==> src/inc/rx_pattern_filter_defines.vh <==
// Offsets, field positions, reset values and mode codes of the receive pattern filter.
// Assumes a 32-bit APB bus with byte addresses and one word per register.
`ifndef RX_PATTERN_FILTER_DEFINES_VH
`define RX_PATTERN_FILTER_DEFINES_VH

// Register byte addresses
`define ADDR_RX_FILTER_CONTROL   8'h00
`define ADDR_MAC_CONTROL_ONE     8'h04
`define ADDR_WINDOW_OFFSET       8'h08
`define ADDR_WINDOW_MASK_LO      8'h0c
`define ADDR_WINDOW_MASK_HI      8'h10
`define ADDR_EXPECTED_CHECKSUM   8'h14
`define ADDR_STATION_ADDRESS_LO  8'h18
`define ADDR_STATION_ADDRESS_HI  8'h1c
`define ADDR_CONTROLLER_STATUS   8'h20
`define ADDR_FRAME_RELEASE       8'h24

// Filter control fields
`define FC_GROUP_ADDRESS_EN      1
`define FC_OTHER_STATION_EN      2
`define FC_OWN_ADDRESS_EN        3
`define FC_SHORT_FRAME_REJ_EN    4
`define FC_FCS_CHECK_EN          6
`define FC_MODE_LSB              8
`define FC_MODE_MSB              11
`define FC_CHECKSUM_INVERT       12
`define FC_WAKE_PATTERN_EN       14
`define RX_FILTER_CONTROL_RESET  16'h0059

// Mac control fields
`define MC_PASS_EVERY_FRAME      1
`define MAC_CONTROL_ONE_RESET    16'h0000

// Checksum filter modes
`define MODE_OFF                 4'h0
`define MODE_CHECKSUM_ONLY       4'h1
`define MODE_CHECKSUM_BROADCAST  4'h2
`define MODE_CHECKSUM_HASH       4'h3

// Wake pattern shape
`define WAKE_SYNC_BYTES          3'h6
`define WAKE_REPEATS             4'hf
`define WAKE_SYNC_VALUE          8'hff

// Checksum window
`define WINDOW_BYTES             8'h40
`define PENDING_MAX              8'hff

`endif

==> src/logic/byte_fifo2.v <==
// Two-entry buffer with valid and ready on both sides.
// Assumes one clock; in_ready comes from a flop so it can feed a top-level output.
module byte_fifo2 #(
	parameter WIDTH = 9
) (
	input  wire             pclk,
	input  wire             presetn,
	input  wire             in_valid,
	output reg              in_ready,
	input  wire [WIDTH-1:0] in_data,
	output wire             out_valid,
	input  wire             out_ready,
	output wire [WIDTH-1:0] out_data
);

	reg [WIDTH-1:0] mem [0:1];
	reg             rd_ptr;
	reg             wr_ptr;
	reg [1:0]       count;
	wire            push;
	wire            pop;
	wire [1:0]      next_count;

	assign push       = in_valid & in_ready;
	assign pop        = out_valid & out_ready;
	assign out_valid  = (count != 2'h0);
	assign out_data   = mem[rd_ptr];
	assign next_count = count + {1'b0, push} - {1'b0, pop};

	// Pointers, fill level and registered ready
	always @(posedge pclk or negedge presetn) begin
		if (!presetn) begin
			rd_ptr   <= 1'b0;
			wr_ptr   <= 1'b0;
			count    <= 2'h0;
			in_ready <= 1'b1;
		end else begin
			if (push) begin
				mem[wr_ptr] <= in_data;
				wr_ptr      <= ~wr_ptr;
			end
			if (pop)
				rd_ptr <= ~rd_ptr;
			count    <= next_count;
			in_ready <= (next_count != 2'h2); // Honest full, no overwrite
		end
	end

endmodule // byte_fifo2

==> src/logic/wake_scanner.v <==
// Scans a byte stream for six all-ones bytes then the station address sixteen times.
// Assumes bytes arrive one per enabled cycle and frame_start clears it between frames.
`include "rx_pattern_filter_defines.vh"
module wake_scanner (
	input  wire        pclk,
	input  wire        presetn,
	input  wire        frame_start,
	input  wire        byte_en,
	input  wire [7:0]  byte_in,
	input  wire [47:0] station_address,
	output reg         found
);

	reg [2:0] sync_cnt;
	reg [2:0] addr_pos;
	reg [3:0] repeat_cnt;
	wire [7:0] expect_byte;
	wire       addr_hit;

	assign expect_byte = station_address[{addr_pos, 3'b000} +: 8];
	assign addr_hit    = (byte_in == expect_byte);

	// Sync then address sequence; any other field is simply ignored
	always @(posedge pclk or negedge presetn) begin
		if (!presetn) begin
			sync_cnt   <= 3'h0;
			addr_pos   <= 3'h0;
			repeat_cnt <= 4'h0;
			found      <= 1'b0;
		end else if (frame_start) begin
			sync_cnt   <= 3'h0;
			addr_pos   <= 3'h0;
			repeat_cnt <= 4'h0;
			found      <= 1'b0;
		end else if (byte_en && !found) begin
			if (sync_cnt != `WAKE_SYNC_BYTES) begin
				if (byte_in == `WAKE_SYNC_VALUE) // RULE2
					sync_cnt <= sync_cnt + 3'h1;
				else
					sync_cnt <= 3'h0; // RULE17
			end else if (addr_hit) begin
				if (addr_pos == 3'h5) begin
					addr_pos <= 3'h0;
					if (repeat_cnt == `WAKE_REPEATS)
						found <= 1'b1; // RULE1
					else
						repeat_cnt <= repeat_cnt + 4'h1;
				end else begin
					addr_pos <= addr_pos + 3'h1;
				end
			end else if (addr_pos == 3'h0 && repeat_cnt == 4'h0 &&
					byte_in == `WAKE_SYNC_VALUE) begin
				sync_cnt <= sync_cnt; // Longer sync run, last six count
			end else begin
				// Restart; an all-ones byte may open a new sync run
				sync_cnt   <= (byte_in == `WAKE_SYNC_VALUE) ? 3'h1 : 3'h0; // RULE17
				addr_pos   <= 3'h0;
				repeat_cnt <= 4'h0;
			end
		end
	end

endmodule // wake_scanner

==> src/logic/rx_pattern_filter.v <==
// Lowest-priority receive filters (wake pattern, masked checksum) and final decision.
// Assumes the MAC streams bytes with a last flag and gives the upper filter results
// and buffer free space before the last byte is taken.
// Registers are reached over APB with byte addresses.
// The verdict lands one cycle after the last byte leaves the buffer.
//
// Overview of operation
// RULE1 - Scan whole frame for wake pattern, accept
// RULE2 - Six all-ones bytes, then address sixteen times
// RULE3 - Ones-complement checksum over window, compare expected
// RULE4 - Invert flag selects equal or differing checksum
// RULE5 - Mode field ANDs checksum with other criteria
// RULE6 - Window offset counts from first destination byte
// RULE7 - Software uses offset zero or two-63
// RULE8 - Short frame missing window never matches
// RULE9 - Mask bit includes byte; cleared bytes omitted
// RULE10 - Checksum filter off at reset; failure discards
// RULE11 - Discard on buffer overflow or counter overflow
// RULE12 - Promiscuous enables accept every valid frame
// RULE13 - Pass-every bit also accepts errored frames
// RULE14 - Wake filter off at reset, own enable
// RULE15 - Station address registers supply local address
// RULE16 - Other fields ignored while scanning pattern
// RULE17 - Mismatch restarts sync detection
// RULE18 - Decision final before committing to buffer
//
// Added by the designer: the placing of the registers and the APB interface to the registers.
`include "rx_pattern_filter_defines.vh"
module rx_pattern_filter (
	input  wire        pclk,
	input  wire        presetn,
	input  wire        psel,
	input  wire        penable,
	input  wire        pwrite,
	input  wire [7:0]  paddr,
	input  wire [31:0] pwdata,
	output reg  [31:0] prdata,
	output reg         pready,
	output reg         pslverr,
	input  wire        rx_valid,
	output wire        rx_ready,
	input  wire [7:0]  rx_data,
	input  wire        rx_last,
	input  wire        crc_bad,
	input  wire        short_frame,
	input  wire        higher_accept,
	input  wire        broadcast_frame,
	input  wire        hash_hit,
	input  wire [15:0] buffer_free,
	output reg         frame_commit,
	output reg         frame_discard,
	output reg  [15:0] frame_length
);

	////////////////////////////////////////////////////////////////////////////
	// Registers and state
	// Configuration comes up with the checksum filter and the wake scanner off;
	// the status word packs pending frames in bits 7:0 and the last verdict in bit 8.

	reg  [15:0] rx_filter_control;
	reg  [15:0] mac_control_one;
	reg  [5:0]  window_offset;
	reg  [63:0] window_byte_mask;
	reg  [15:0] expected_checksum;
	reg  [47:0] station_address;
	reg  [7:0]  pending_frame_count;
	reg         last_accept;
	reg  [7:0]  byte_pos;
	reg  [15:0] byte_count;
	reg  [16:0] sum;
	reg         high_half;
	reg         window_full;
	reg         frame_start;
	reg         deciding;
	reg  [31:0] next_prdata;
	reg         next_pslverr;

	// Byte stream, bus strobes and the combinational decision terms
	wire        fifo_valid;
	wire [8:0]  fifo_data;
	wire        take;
	wire        wake_found;
	wire        bus_write;
	wire        release_frame;
	wire [7:0]  win_index;
	wire        in_window;
	wire        include_byte;
	wire [15:0] addend;
	wire [16:0] raw_sum;
	wire [16:0] folded;
	wire [15:0] final_checksum;
	wire        checksum_hit;
	wire        checksum_pass;
	wire        promiscuous;
	wire        reject_upper;
	wire        no_room;
	wire        accept;
	wire [3:0]  mode;

	////////////////////////////////////////////////////////////////////////////
	// Input buffer and byte stream; draining stalls for one decision cycle
	// The two-entry buffer soaks up the byte that arrives while draining stalls,
	// so a frame that follows at once loses nothing.

	byte_fifo2 #(.WIDTH(9)) u_fifo (
		.pclk      (pclk),
		.presetn   (presetn),
		.in_valid  (rx_valid),
		.in_ready  (rx_ready),
		.in_data   ({rx_last, rx_data}),
		.out_valid (fifo_valid),
		.out_ready (!deciding),
		.out_data  (fifo_data)
	);

	// A byte moves on only when the decision cycle is not holding the drain
	assign take = fifo_valid & ~deciding;

	// Scanner only advances on bytes taken while its enable bit is set
	wake_scanner u_wake (
		.pclk            (pclk),
		.presetn         (presetn),
		.frame_start     (frame_start),
		.byte_en         (take & rx_filter_control[`FC_WAKE_PATTERN_EN]), // RULE14
		.byte_in         (fifo_data[7:0]), // RULE16
		.station_address (station_address), // RULE15
		.found           (wake_found)
	);

	////////////////////////////////////////////////////////////////////////////
	// APB slave: ready one cycle after setup, read data prepared in setup
	// Exactly one access cycle per transfer, never a wait state.
	// Unmapped addresses answer with pslverr and write nothing;
	// the release word always reads as zero.

	// Writes land on the access edge, when the handshake completes
	assign bus_write     = psel & penable & pready & pwrite;
	assign release_frame = bus_write & (paddr == `ADDR_FRAME_RELEASE) & pwdata[0];

	// Read mux and unmapped detection
	// Built from paddr alone; the write chain below mirrors the same map
	always @* begin
		next_prdata  = 32'h0000_0000;
		next_pslverr = 1'b0;
		if (paddr == `ADDR_RX_FILTER_CONTROL)
			next_prdata = {16'h0000, rx_filter_control};
		else if (paddr == `ADDR_MAC_CONTROL_ONE)
			next_prdata = {16'h0000, mac_control_one};
		else if (paddr == `ADDR_WINDOW_OFFSET)
			next_prdata = {26'h0000000, window_offset};
		else if (paddr == `ADDR_WINDOW_MASK_LO)
			next_prdata = window_byte_mask[31:0];
		else if (paddr == `ADDR_WINDOW_MASK_HI)
			next_prdata = window_byte_mask[63:32];
		else if (paddr == `ADDR_EXPECTED_CHECKSUM)
			next_prdata = {16'h0000, expected_checksum};
		else if (paddr == `ADDR_STATION_ADDRESS_LO)
			next_prdata = station_address[31:0];
		else if (paddr == `ADDR_STATION_ADDRESS_HI)
			next_prdata = {16'h0000, station_address[47:32]};
		else if (paddr == `ADDR_CONTROLLER_STATUS)
			next_prdata = {23'h000000, last_accept, pending_frame_count};
		else if (paddr == `ADDR_FRAME_RELEASE)
			next_prdata = 32'h0000_0000;
		else
			next_pslverr = 1'b1;
	end

	// Bus handshake and register writes
	// prdata and pslverr load only in the setup cycle and clear otherwise
	always @(posedge pclk or negedge presetn) begin
		if (!presetn) begin
			pready            <= 1'b0;
			prdata            <= 32'h0000_0000;
			pslverr           <= 1'b0;
			rx_filter_control <= `RX_FILTER_CONTROL_RESET; // RULE10 RULE14
			mac_control_one   <= `MAC_CONTROL_ONE_RESET;
			window_offset     <= 6'h00;
			window_byte_mask  <= 64'h0;
			expected_checksum <= 16'h0000;
			station_address   <= 48'h0;
		end else begin
			pready  <= psel & ~penable;
			prdata  <= (psel & ~penable & ~pwrite) ? next_prdata : 32'h0000_0000;
			pslverr <= psel & ~penable & next_pslverr;
			if (bus_write) begin
				if (paddr == `ADDR_RX_FILTER_CONTROL)
					rx_filter_control <= pwdata[15:0];
				else if (paddr == `ADDR_MAC_CONTROL_ONE)
					mac_control_one <= pwdata[15:0];
				else if (paddr == `ADDR_WINDOW_OFFSET)
					window_offset <= pwdata[5:0]; // RULE7
				else if (paddr == `ADDR_WINDOW_MASK_LO)
					window_byte_mask[31:0] <= pwdata;
				else if (paddr == `ADDR_WINDOW_MASK_HI)
					window_byte_mask[63:32] <= pwdata;
				else if (paddr == `ADDR_EXPECTED_CHECKSUM)
					expected_checksum <= pwdata[15:0];
				else if (paddr == `ADDR_STATION_ADDRESS_LO)
					station_address[31:0] <= pwdata;
				else if (paddr == `ADDR_STATION_ADDRESS_HI)
					station_address[47:32] <= pwdata[15:0];
			end
		end
	end

	////////////////////////////////////////////////////////////////////////////
	// Checksum window; bytes pair high then low in order of inclusion
	// Only included bytes flip the pairing, so a masked-out byte vanishes
	// instead of counting as zero; an odd last byte sits in the high half.
	// Offset one is not refused here: keeping clear of it is a software duty.

	assign win_index    = byte_pos - {2'b00, window_offset}; // RULE6
	assign in_window    = (byte_pos >= {2'b00, window_offset}) && (win_index < `WINDOW_BYTES);
	assign include_byte = in_window & window_byte_mask[win_index[5:0]]; // RULE9
	assign addend       = high_half ? {fifo_data[7:0], 8'h00} : {8'h00, fifo_data[7:0]};
	assign raw_sum      = {1'b0, sum[15:0]} + {1'b0, addend};
	// End-around carry keeps the sum in ones-complement form
	// A second carry cannot occur, so one fold is enough
	assign folded       = {1'b0, raw_sum[15:0]} + {16'h0000, raw_sum[16]};
	assign final_checksum = ~sum[15:0]; // RULE3

	// Per-frame position, length and running sum
	// byte_pos saturates, so very long frames cannot reopen the window
	always @(posedge pclk or negedge presetn) begin
		if (!presetn) begin
			byte_pos    <= 8'h00;
			byte_count  <= 16'h0000;
			sum         <= 17'h00000;
			high_half   <= 1'b1;
			window_full <= 1'b0;
		end else if (frame_start) begin
			byte_pos    <= 8'h00;
			byte_count  <= 16'h0000;
			sum         <= 17'h00000;
			high_half   <= 1'b1;
			window_full <= 1'b0;
		end else if (take) begin
			byte_count <= byte_count + 16'h0001;
			if (byte_pos != 8'hff)
				byte_pos <= byte_pos + 8'h01;
			if (include_byte) begin
				sum       <= folded; // RULE3 RULE9
				high_half <= ~high_half;
			end
			if (in_window && win_index == `WINDOW_BYTES - 8'h01)
				window_full <= 1'b1; // RULE8
		end
	end

	////////////////////////////////////////////////////////////////////////////
	// Final decision, one cycle after the last byte, before any commit
	// Room in the buffer and in the pending counter is required whatever the
	// other filters say; their levels and buffer_free must hold steady from
	// the last byte until the pulse.

	// Mode codes beyond the three decoded ones behave as off
	assign mode          = rx_filter_control[`FC_MODE_MSB:`FC_MODE_LSB];
	assign checksum_hit  = window_full & ((final_checksum == expected_checksum) ^
			rx_filter_control[`FC_CHECKSUM_INVERT]); // RULE4 RULE8
	assign checksum_pass = (mode == `MODE_CHECKSUM_ONLY) ? checksum_hit : // RULE5
			(mode == `MODE_CHECKSUM_BROADCAST) ? (checksum_hit & broadcast_frame) :
			(mode == `MODE_CHECKSUM_HASH) ? (checksum_hit & hash_hit) :
			1'b0; // RULE10
	// Promiscuous needs all three address enables together
	assign promiscuous   = rx_filter_control[`FC_OWN_ADDRESS_EN] &
			rx_filter_control[`FC_OTHER_STATION_EN] &
			rx_filter_control[`FC_GROUP_ADDRESS_EN]; // RULE12 RULE13
	// Error rejection is bypassed when every frame is to be passed
	assign reject_upper  = ~mac_control_one[`MC_PASS_EVERY_FRAME] & // RULE13
			((rx_filter_control[`FC_FCS_CHECK_EN] & crc_bad) |
			(rx_filter_control[`FC_SHORT_FRAME_REJ_EN] & short_frame)); // RULE12
	// Buffer space is weighed against the whole frame
	assign no_room       = (byte_count > buffer_free) ||
			(pending_frame_count == `PENDING_MAX); // RULE11
	assign accept        = ~no_room & ~reject_upper &
			(promiscuous | higher_accept | wake_found | checksum_pass); // RULE1 RULE10

	// Decision pulses and pending-frame counter
	// Commit and discard are exclusive one-cycle pulses
	always @(posedge pclk or negedge presetn) begin
		if (!presetn) begin
			deciding            <= 1'b0;
			frame_start         <= 1'b0;
			frame_commit        <= 1'b0;
			frame_discard       <= 1'b0;
			frame_length        <= 16'h0000;
			last_accept         <= 1'b0;
			pending_frame_count <= 8'h00;
		end else begin
			deciding      <= take & fifo_data[8];
			// Per-frame clears run during the stalled decision cycle, after the
			// verdict is sampled; a later clear would swallow the first byte of
			// a frame that follows at once
			frame_start   <= take & fifo_data[8];
			frame_commit  <= deciding & accept; // RULE18
			frame_discard <= deciding & ~accept; // RULE18
			if (deciding) begin
				frame_length <= byte_count;
				last_accept  <= accept;
			end
			// Commit and release in one cycle leave the count unchanged
			// A release at zero is ignored rather than wrapping the count
			if (deciding && accept && !release_frame)
				pending_frame_count <= pending_frame_count + 8'h01; // RULE11 RULE18
			else if (!(deciding && accept) && release_frame &&
					pending_frame_count != 8'h00)
				pending_frame_count <= pending_frame_count - 8'h01;
		end
	end

endmodule // rx_pattern_filter

==> config.mk <==
export PLATFORM = sky130hd
export DESIGN_NAME = rx_pattern_filter
export DESIGN_NICKNAME = d
export VERILOG_FILES = /design/src/logic/byte_fifo2.v /design/src/logic/wake_scanner.v /design/src/logic/rx_pattern_filter.v
export VERILOG_INCLUDE_DIRS = /design/src /design/src/inc
export SDC_FILE = /design/constraint.sdc
export NUM_CORES = 1
export LEC_CHECK = 0
export BUFFER_PORTS_ARGS = -buffer_cell sky130_fd_sc_hd__buf_2
export CAP_MARGIN = 10
export CORE_UTILIZATION = 45
export CTS_CLUSTER_DIAMETER = 40
export DETAILED_ROUTE_END_ITERATION = 16
export MAX_ROUTING_LAYER = met4
export PLACE_DENSITY = 0.68
export SETUP_SLACK_MARGIN = 0.15
export SLEW_MARGIN = 0
export SYNTH_ARGS = -nofsm -noshare
export SYNTH_HDL_FRONTEND = slang
export SYNTH_SLANG_ARGS = --single-unit
==> constraint.sdc <==
create_clock -name pclk -period 12.54 [get_ports pclk]
set_input_delay 1.254 -clock pclk [delete_from_list [all_inputs] [get_ports pclk]]
set_output_delay 1.254 -clock pclk [all_outputs]
set_load 0.01 [all_outputs]
==> flow_metrics.env, run 1 <==
export IMPL_wl_per_cell_um=22.2
export IMPL_remaining_drc_errors=0
export IMPL_die_x_um=194
export IMPL_synth_edf_count=18
export IMPL_met2WireLength_um=22300
export IMPL_cts_tree="yes"
export IMPL_hold_viol=0
export IMPL_dp_slack_ps=7160
export IMPL_ff2ff_setup_slack_ps=7650
export IMPL_die_h_um=194
export IMPL_power_leakage_nw=9.06
export IMPL_irDropWorstVdd_uv=102
export IMPL_fin_crit_ps=4920
export IMPL_hold_end="rx_filter_control[7]"
export IMPL_syn_cell_area_um2=16500
export IMPL_tightest_slew_ps=1050
export IMPL_synth_flop_cell="dfrtp_1"
export IMPL_reg2regPathDepth=20
export IMPL_route_met3_wl_um=3300
export IMPL_track_usage_pct=26.0
export IMPL_nets=1751
export IMPL_synth_compound_area_share_pct=13.6
export IMPL_yosysMostFrequentCell="dfrtp_1"
export IMPL_worstSetupStartpointType="primary input"
export IMPL_hold_path_cell_count=1
export IMPL_grt_overflow_total=0
export IMPL_synth_top_cells_by_area="dfrtp_1, mux2_2, ha_1"
export IMPL_synth_adder_area_share_pct=4.53
export IMPL_synth_avg_cell_area_um2=11.0
export IMPL_cp_arrival_ps=5350
export IMPL_gp_congestion=0.934
export IMPL_grt_max_degree=70
export IMPL_skew_ps=26.8
export IMPL_synth_top_family_by_area="multiplexers"
export IMPL_drive_above_1_share_pct=27.9
export IMPL_firstDrtPassIters=6
export IMPL_hold_class="reg -> reg"
export IMPL_via_count=12985
export IMPL_worst_slack_ps=7620
export IMPL_cts_buffers=45
export IMPL_synth_top_cell_area_share_pct=42.4
export IMPL_routed_via_density=6.14
export IMPL_drtAntennaViolNets=0
export IMPL_synth_warnings=0
export IMPL_fin_tns_setup_ps=0
export IMPL_ioPinCount=129
export IMPL_max_freq_mhz=203
export IMPL_ys_seq_elements=304
export IMPL_holdBufCountCts=0
export IMPL_antenna_found_initial=0
export IMPL_synthSimpleGateAreaFrac_pct=12.3
export IMPL_fp_coreArea_um2=35800
export IMPL_ctsHtreeMaxLevel=2
export IMPL_crit_start="buffer_free[13]"
export IMPL_wl_um=46900
export IMPL_syn_inst=1498
export IMPL_grt_pass1_vias=12905
export IMPL_finalCritPeriodShare_pct=39.2
export IMPL_place_hpwl_um=33500
export IMPL_maxCapViolations=0
export IMPL_rr_startpoint="u_fifo.rd_ptr"
export IMPL_rsz0062_at_grt="no"
export IMPL_async_flop_share_pct=94.1
export IMPL_synthTopCellsByCount="dfrtp_1, mux2_2, nor2_1, a21oi_1"
export IMPL_clock_sinks=304
export IMPL_ctsRootBufferMaster="clkbuf_16"
export IMPL_first_iter_violations=1285
export IMPL_diodes=0
export IMPL_clk_latency_ps=560
export IMPL_clk_path_buf_depth=3
export IMPL_placementRows=69
export IMPL_clk_pin_slew_ps=50
export IMPL_post_cts_buffers=0
export IMPL_post_cts_resize_count=0
export IMPL_setup_violations=0
export IMPL_synth_xor_area_share_pct=3.23
export IMPL_crit_path_max_fanout=8
export IMPL_synth_fp_nets=1632
export IMPL_dr_max_layer_used="met4"
export IMPL_synth_cell_type_count=88
export IMPL_required_ps=12970
export IMPL_die_area_um2=37500
export IMPL_wirelength_met1_um=19900
export IMPL_min_delay_start="rx_filter_control[7]"
export IMPL_slew_viol_final=0
export IMPL_cellPowerDensity_nw_per_um2=179
export IMPL_critPathCaptureType="flip-flop"
export IMPL_status="finished, final reports clean"
export IMPL_yosys_mux_area_fraction_pct=16.6
export IMPL_yosysSeqAreaShare_pct=46.6
export IMPL_area_growth_pct=16.0
export IMPL_grt_pass1_wl_um=74500
export IMPL_relSlewSlack_pct=30.0
export IMPL_initial_utilization_pct=46.1
export IMPL_port_buffers=128
export IMPL_synth_largest_area_cell="dfrtp_1"
export IMPL_critPathKind="in -> reg"
export IMPL_regToRegEndpoint="sum[15]"
## cell type report
cell class	count	area [um2]
tap	461	577
timing repair buffer	148	801
inverter	55	206
clock inverter	30	377
fill	3044	16700
clock buffer	53	1200
sequential	304	7710
multi-input combinational	1063	8310
## state kept, by name, summed over array words and instances, names as in the netlist, 4 cells and up
register             flops
window_byte_mask        64
pending_frame_count      8
byte_count              16
byte_pos                 8
frame_length            16
station_address         48
expected_checksum       16
mac_control_one         16
prdata                  32
sum                     16
window_offset            6
rx_filter_control       16
u_fifo.mem              18
u_wake.repeat_cnt        4
## stage by stage
step / utilization [%] / instance area, um2 / instances / power [mW] / hold slack (ps)
2_1_floorplan: - / 16500 / 1498 / 1.84 / 454
3_3_place_gp: 49.1 / 17600 / 2031 / 2.10 / 478
3_5_place_dp: 49.1 / 17600 / 2031 / 2.12 / 486
4_1_cts: 53.5 / 19200 / 2114 / 3.44 / 496
5_1_grt: 53.5 / 19200 / 2114 / 3.58 / 511
6_report: 53.5 / 19200 / 2114 / 3.43 / 499
## kinds of logic (layout without fill, tap and decap cells)
group	count (synthesis)	after routing
and+or+nand+nor	385	385
muxes	229	229
adders and majority gates	58	58
buffers and inverters	131	286
AOI/OAI and AO/OA	330	330
DFF	304	304
xor gates and xnor gates	61	61
## critical path: stages
cell	delay (ps)
buf_2	70
inv_1	30
ha_1	300
o21ai_0	230
o21ai_0	170
a211o_1	300
o21ai_0	390
nand3_1	310
inv_1	200
nand2_1	230
ha_1	360
a21o_1	180
a21oi_1	230
nor2b_1	80
o21ai_0	140
nand2b_1	110
a31oi_1	330
nand3_1	130
a221oi_1	280
## worst max path at each step
stage                                   to  cells past startpoint
floorplan           pending_frame_count[7]                     19
global placement    pending_frame_count[7]                     20
detailed placement  pending_frame_count[7]                     19
CTS                 pending_frame_count[7]                     19
global route                       sum[15]                     20
finish              pending_frame_count[7]                     19
## where the power goes
part | switching [mW] | leakage [nW] | internal, mW
logic | 0.577 | 4.20 | 0.382
clock network | 0.497 | 0.762 | 0.820
registers | 0.0935 | 4.09 | 1.06
total | 1.17 | 9.06 | 2.26
## per-layer routing
metal / global-route usage (%) / vias to the layer above
met4: 8.68 / 0
met3: 3.58 / 96
met2: 41.2 / 511
met1: 34.3 / 6544
li1: - / 5834
met5: - / -
## layout by cell type (no fill, tap or decap), types with 8 or more instances in the layout
cell,n
nand2_1,65
a22oi_1,9
o21ai_1,8
nand3_1,33
a221oi_1,11
o211ai_1,14
mux2i_1,22
o22ai_1,14
nor3_1,33
o21ai_0,66
buf_2,127
a21o_1,21
clkbuf_16,46
mux2_2,188
nor2b_1,15
xnor2_1,21
mux4_2,17
or3_1,9
a21oi_1,89
and3_1,20
edfxtp_1,18
nand2b_1,16
ha_1,55
a31oi_1,11
and2_1,15
xor2_1,40
inv_1,55
nand4_1,28
a222oi_1,24
nor2_1,96
nor4_1,11
buf_4,20
dfrtp_1,279
(Power assumes the default switching activity.)
==> run 2, diff against run 1 <==
- PLACE_DENSITY: 0.68 -> 0.7
- clock period: 12.54 -> 4.3 ns (I/O delays scaled with it)
==> run 2 against run 1 <==
Die area stayed put. Hold slack got worse by 460 ps. Routed wire length rose by 3.4%. Setup slack got worse by 7500 ps. Critical path type is now reg -> reg. Highest routed layer unchanged. Cell area grew 4.2%. Via count increased by 2.4%. Largest cell class unchanged. Register-to-register slack worse by 7500 ps.
==> flow_metrics.env, run 2 (synthesized netlist as in run 1, its figures left out) <==
export IMPL_final_cell_mix="dfrtp_1, mux2_2, buf_2, nor2_1, a21oi_1"
export IMPL_final_cells=2184
export IMPL_place_hpwl_um=34100
export IMPL_crit_chain="buf_6 > mux2_4 > nor2b_1 > ha_1 > a21o_1 > a221oi_4 > o221ai_2 > nor3_1 > nor2_1 > o21a_1 > o21ai_1 > nand2b_1 > ha_2 > and3_4 > nor3b_4 > nand4_1 > nor4_4 > nor4b_4 > xnor2_1 > o32ai_1"
export IMPL_wl_um=48500
export IMPL_cts_tree="yes"
export IMPL_crit_path_max_fanout=7
export IMPL_status="finished, final reports clean"
export IMPL_ctsRootBufferMaster="clkbuf_16"
export IMPL_port_buffers=128
export IMPL_tightest_slew_ps=989
export IMPL_critPathTopFamily="simple AND/OR/NAND/NOR gates"
export IMPL_clk_pin_slew_ps=60
export IMPL_max_freq_mhz=241
export IMPL_grt_overflow_total=0
export IMPL_routed_via_density=6.09
export IMPL_ctsHtreeMaxLevel=2
export IMPL_clk_path_buf_depth=3
export IMPL_cts_buffers=47
export IMPL_fin_tns_setup_ps=0
export IMPL_grt_pass1_wl_um=75500
export IMPL_initial_utilization_pct=46.1
export IMPL_antenna_found_initial=1
export IMPL_clk_latency_ps=580
export IMPL_nets=1817
export IMPL_slew_viol_final=0
export IMPL_gp_congestion=0.964
export IMPL_dr_max_layer_used="met4"
export IMPL_largest_reg_flops=64
export IMPL_drive_above_1_share_pct=32.7
export IMPL_cp_slowest_cell="dfrtp_2"
export IMPL_area_growth_pct=20.9
export IMPL_die_h_um=194
export IMPL_required_ps=4720
export IMPL_reg_largest_list="window_byte_mask: 64 flops, station_address: 48 flops, prdata: 32 flops"
export IMPL_finalPower_mw=10.5
export IMPL_top_register="window_byte_mask"
export IMPL_finalCritPeriodShare_pct=96.6
export IMPL_met2WireLength_um=23100
export IMPL_crit_buf_inv=1
export IMPL_setup_violations=0
export IMPL_irDropWorstVdd_uv=268
export IMPL_worstSetupStartpointType="flip-flop"
export IMPL_power_leakage_nw=9.43
export IMPL_cp_arrival_ps=4580
export IMPL_route_met3_wl_um=3230
export IMPL_ioPinCount=129
export IMPL_firstDrtPassIters=9
export IMPL_via_count=13302
export IMPL_first_iter_violations=1089
export IMPL_die_area_um2=37500
export IMPL_remaining_drc_errors=0
export IMPL_rsz0062_at_grt="yes"
export IMPL_wirelength_met1_um=20700
export IMPL_hold_class="in -> reg"
export IMPL_utilization_pct=55.8
export IMPL_skew_ps=18.7
export IMPL_critPathKind="reg -> reg"
export IMPL_relSlewSlack_pct=34.0
export IMPL_cellPowerDensity_nw_per_um2=528
export IMPL_dp_cells=2075
export IMPL_fin_crit_ps=4150
export IMPL_slowest_delay_ps=450
export IMPL_grt_max_degree=180
export IMPL_hold_viol=0
export IMPL_drtAntennaViolNets=0
export IMPL_dp_slack_ps=-56.5
export IMPL_grt_pass1_vias=13287
export IMPL_layout_commonest_cell="dfrtp_1"
export IMPL_fp_coreArea_um2=35800
export IMPL_maxCapViolations=0
export IMPL_placementRows=69
export IMPL_track_usage_pct=26.5
export IMPL_wl_per_cell_um=22.2
export IMPL_critPathCaptureType="flip-flop"
export IMPL_die_x_um=194
export IMPL_clock_sinks=304
export IMPL_worst_slack_ps=148
## run 2: path summary, 6_finish.rpt
path | start | to | slack (ps) | depth (start not counted)
min in group asynchronous | presetn | prdata[24] | 330 | 2
max | u_fifo.rd_ptr | sum[15] | 150 | 20
min reg2reg | u_fifo.wr_ptr | u_fifo.wr_ptr | 500 | 1
min | rx_data[4] | u_fifo.mem[0][4] | 40 | 1
max in group asynchronous | presetn | pending_frame_count[2] | 2680 | 3
max reg2reg | u_fifo.rd_ptr | sum[15] | 150 | 20
## run 2: layer usage
layer	vias to the layer above	global-route usage (%)
li1	5971	-
met1	6749	34.2
met2	486	41.9
met3	96	4.78
met4	0	9.57
met5	-	-
## run 2: what timing repair did
| action | in CTS | in global routing |
|---|---|---|
| hold endpoints to repair | 40 | 0 |
| hold buffers | 1 | 0 |
| buffers inserted | 5 | 14 |
| endpoints found under the setup margin | 7 | 11 |
| gates resized for setup | 8 | 35 |
| pin swaps | 3 | 22 |
## run 2: layout make-up
type	instances	area, um2
fillers	3002	15800
multi-input cells	1063	8520
flip-flops and latches	304	7710
repair buffers	212	1320
clock buffers	51	1220
well taps	461	577
clock inverters	37	423
inverters	55	206
diodes	1	2.50
## run 2: metrics by stage
stage	hold slack (ps)	instance area, um2
6_report	43.5	20000
2_1_floorplan	134	16600
5_1_grt	26.4	20000
3_3_place_gp	344	18000
3_5_place_dp	344	18000
4_1_cts	27.8	19700
## run 2: report_power, final
group	leakage [nW]	internal [mW]	switching, mW
Sequential	4.09	3.09	0.258
Combinational	4.55	1.39	1.87
Clock	0.789	2.37	1.55
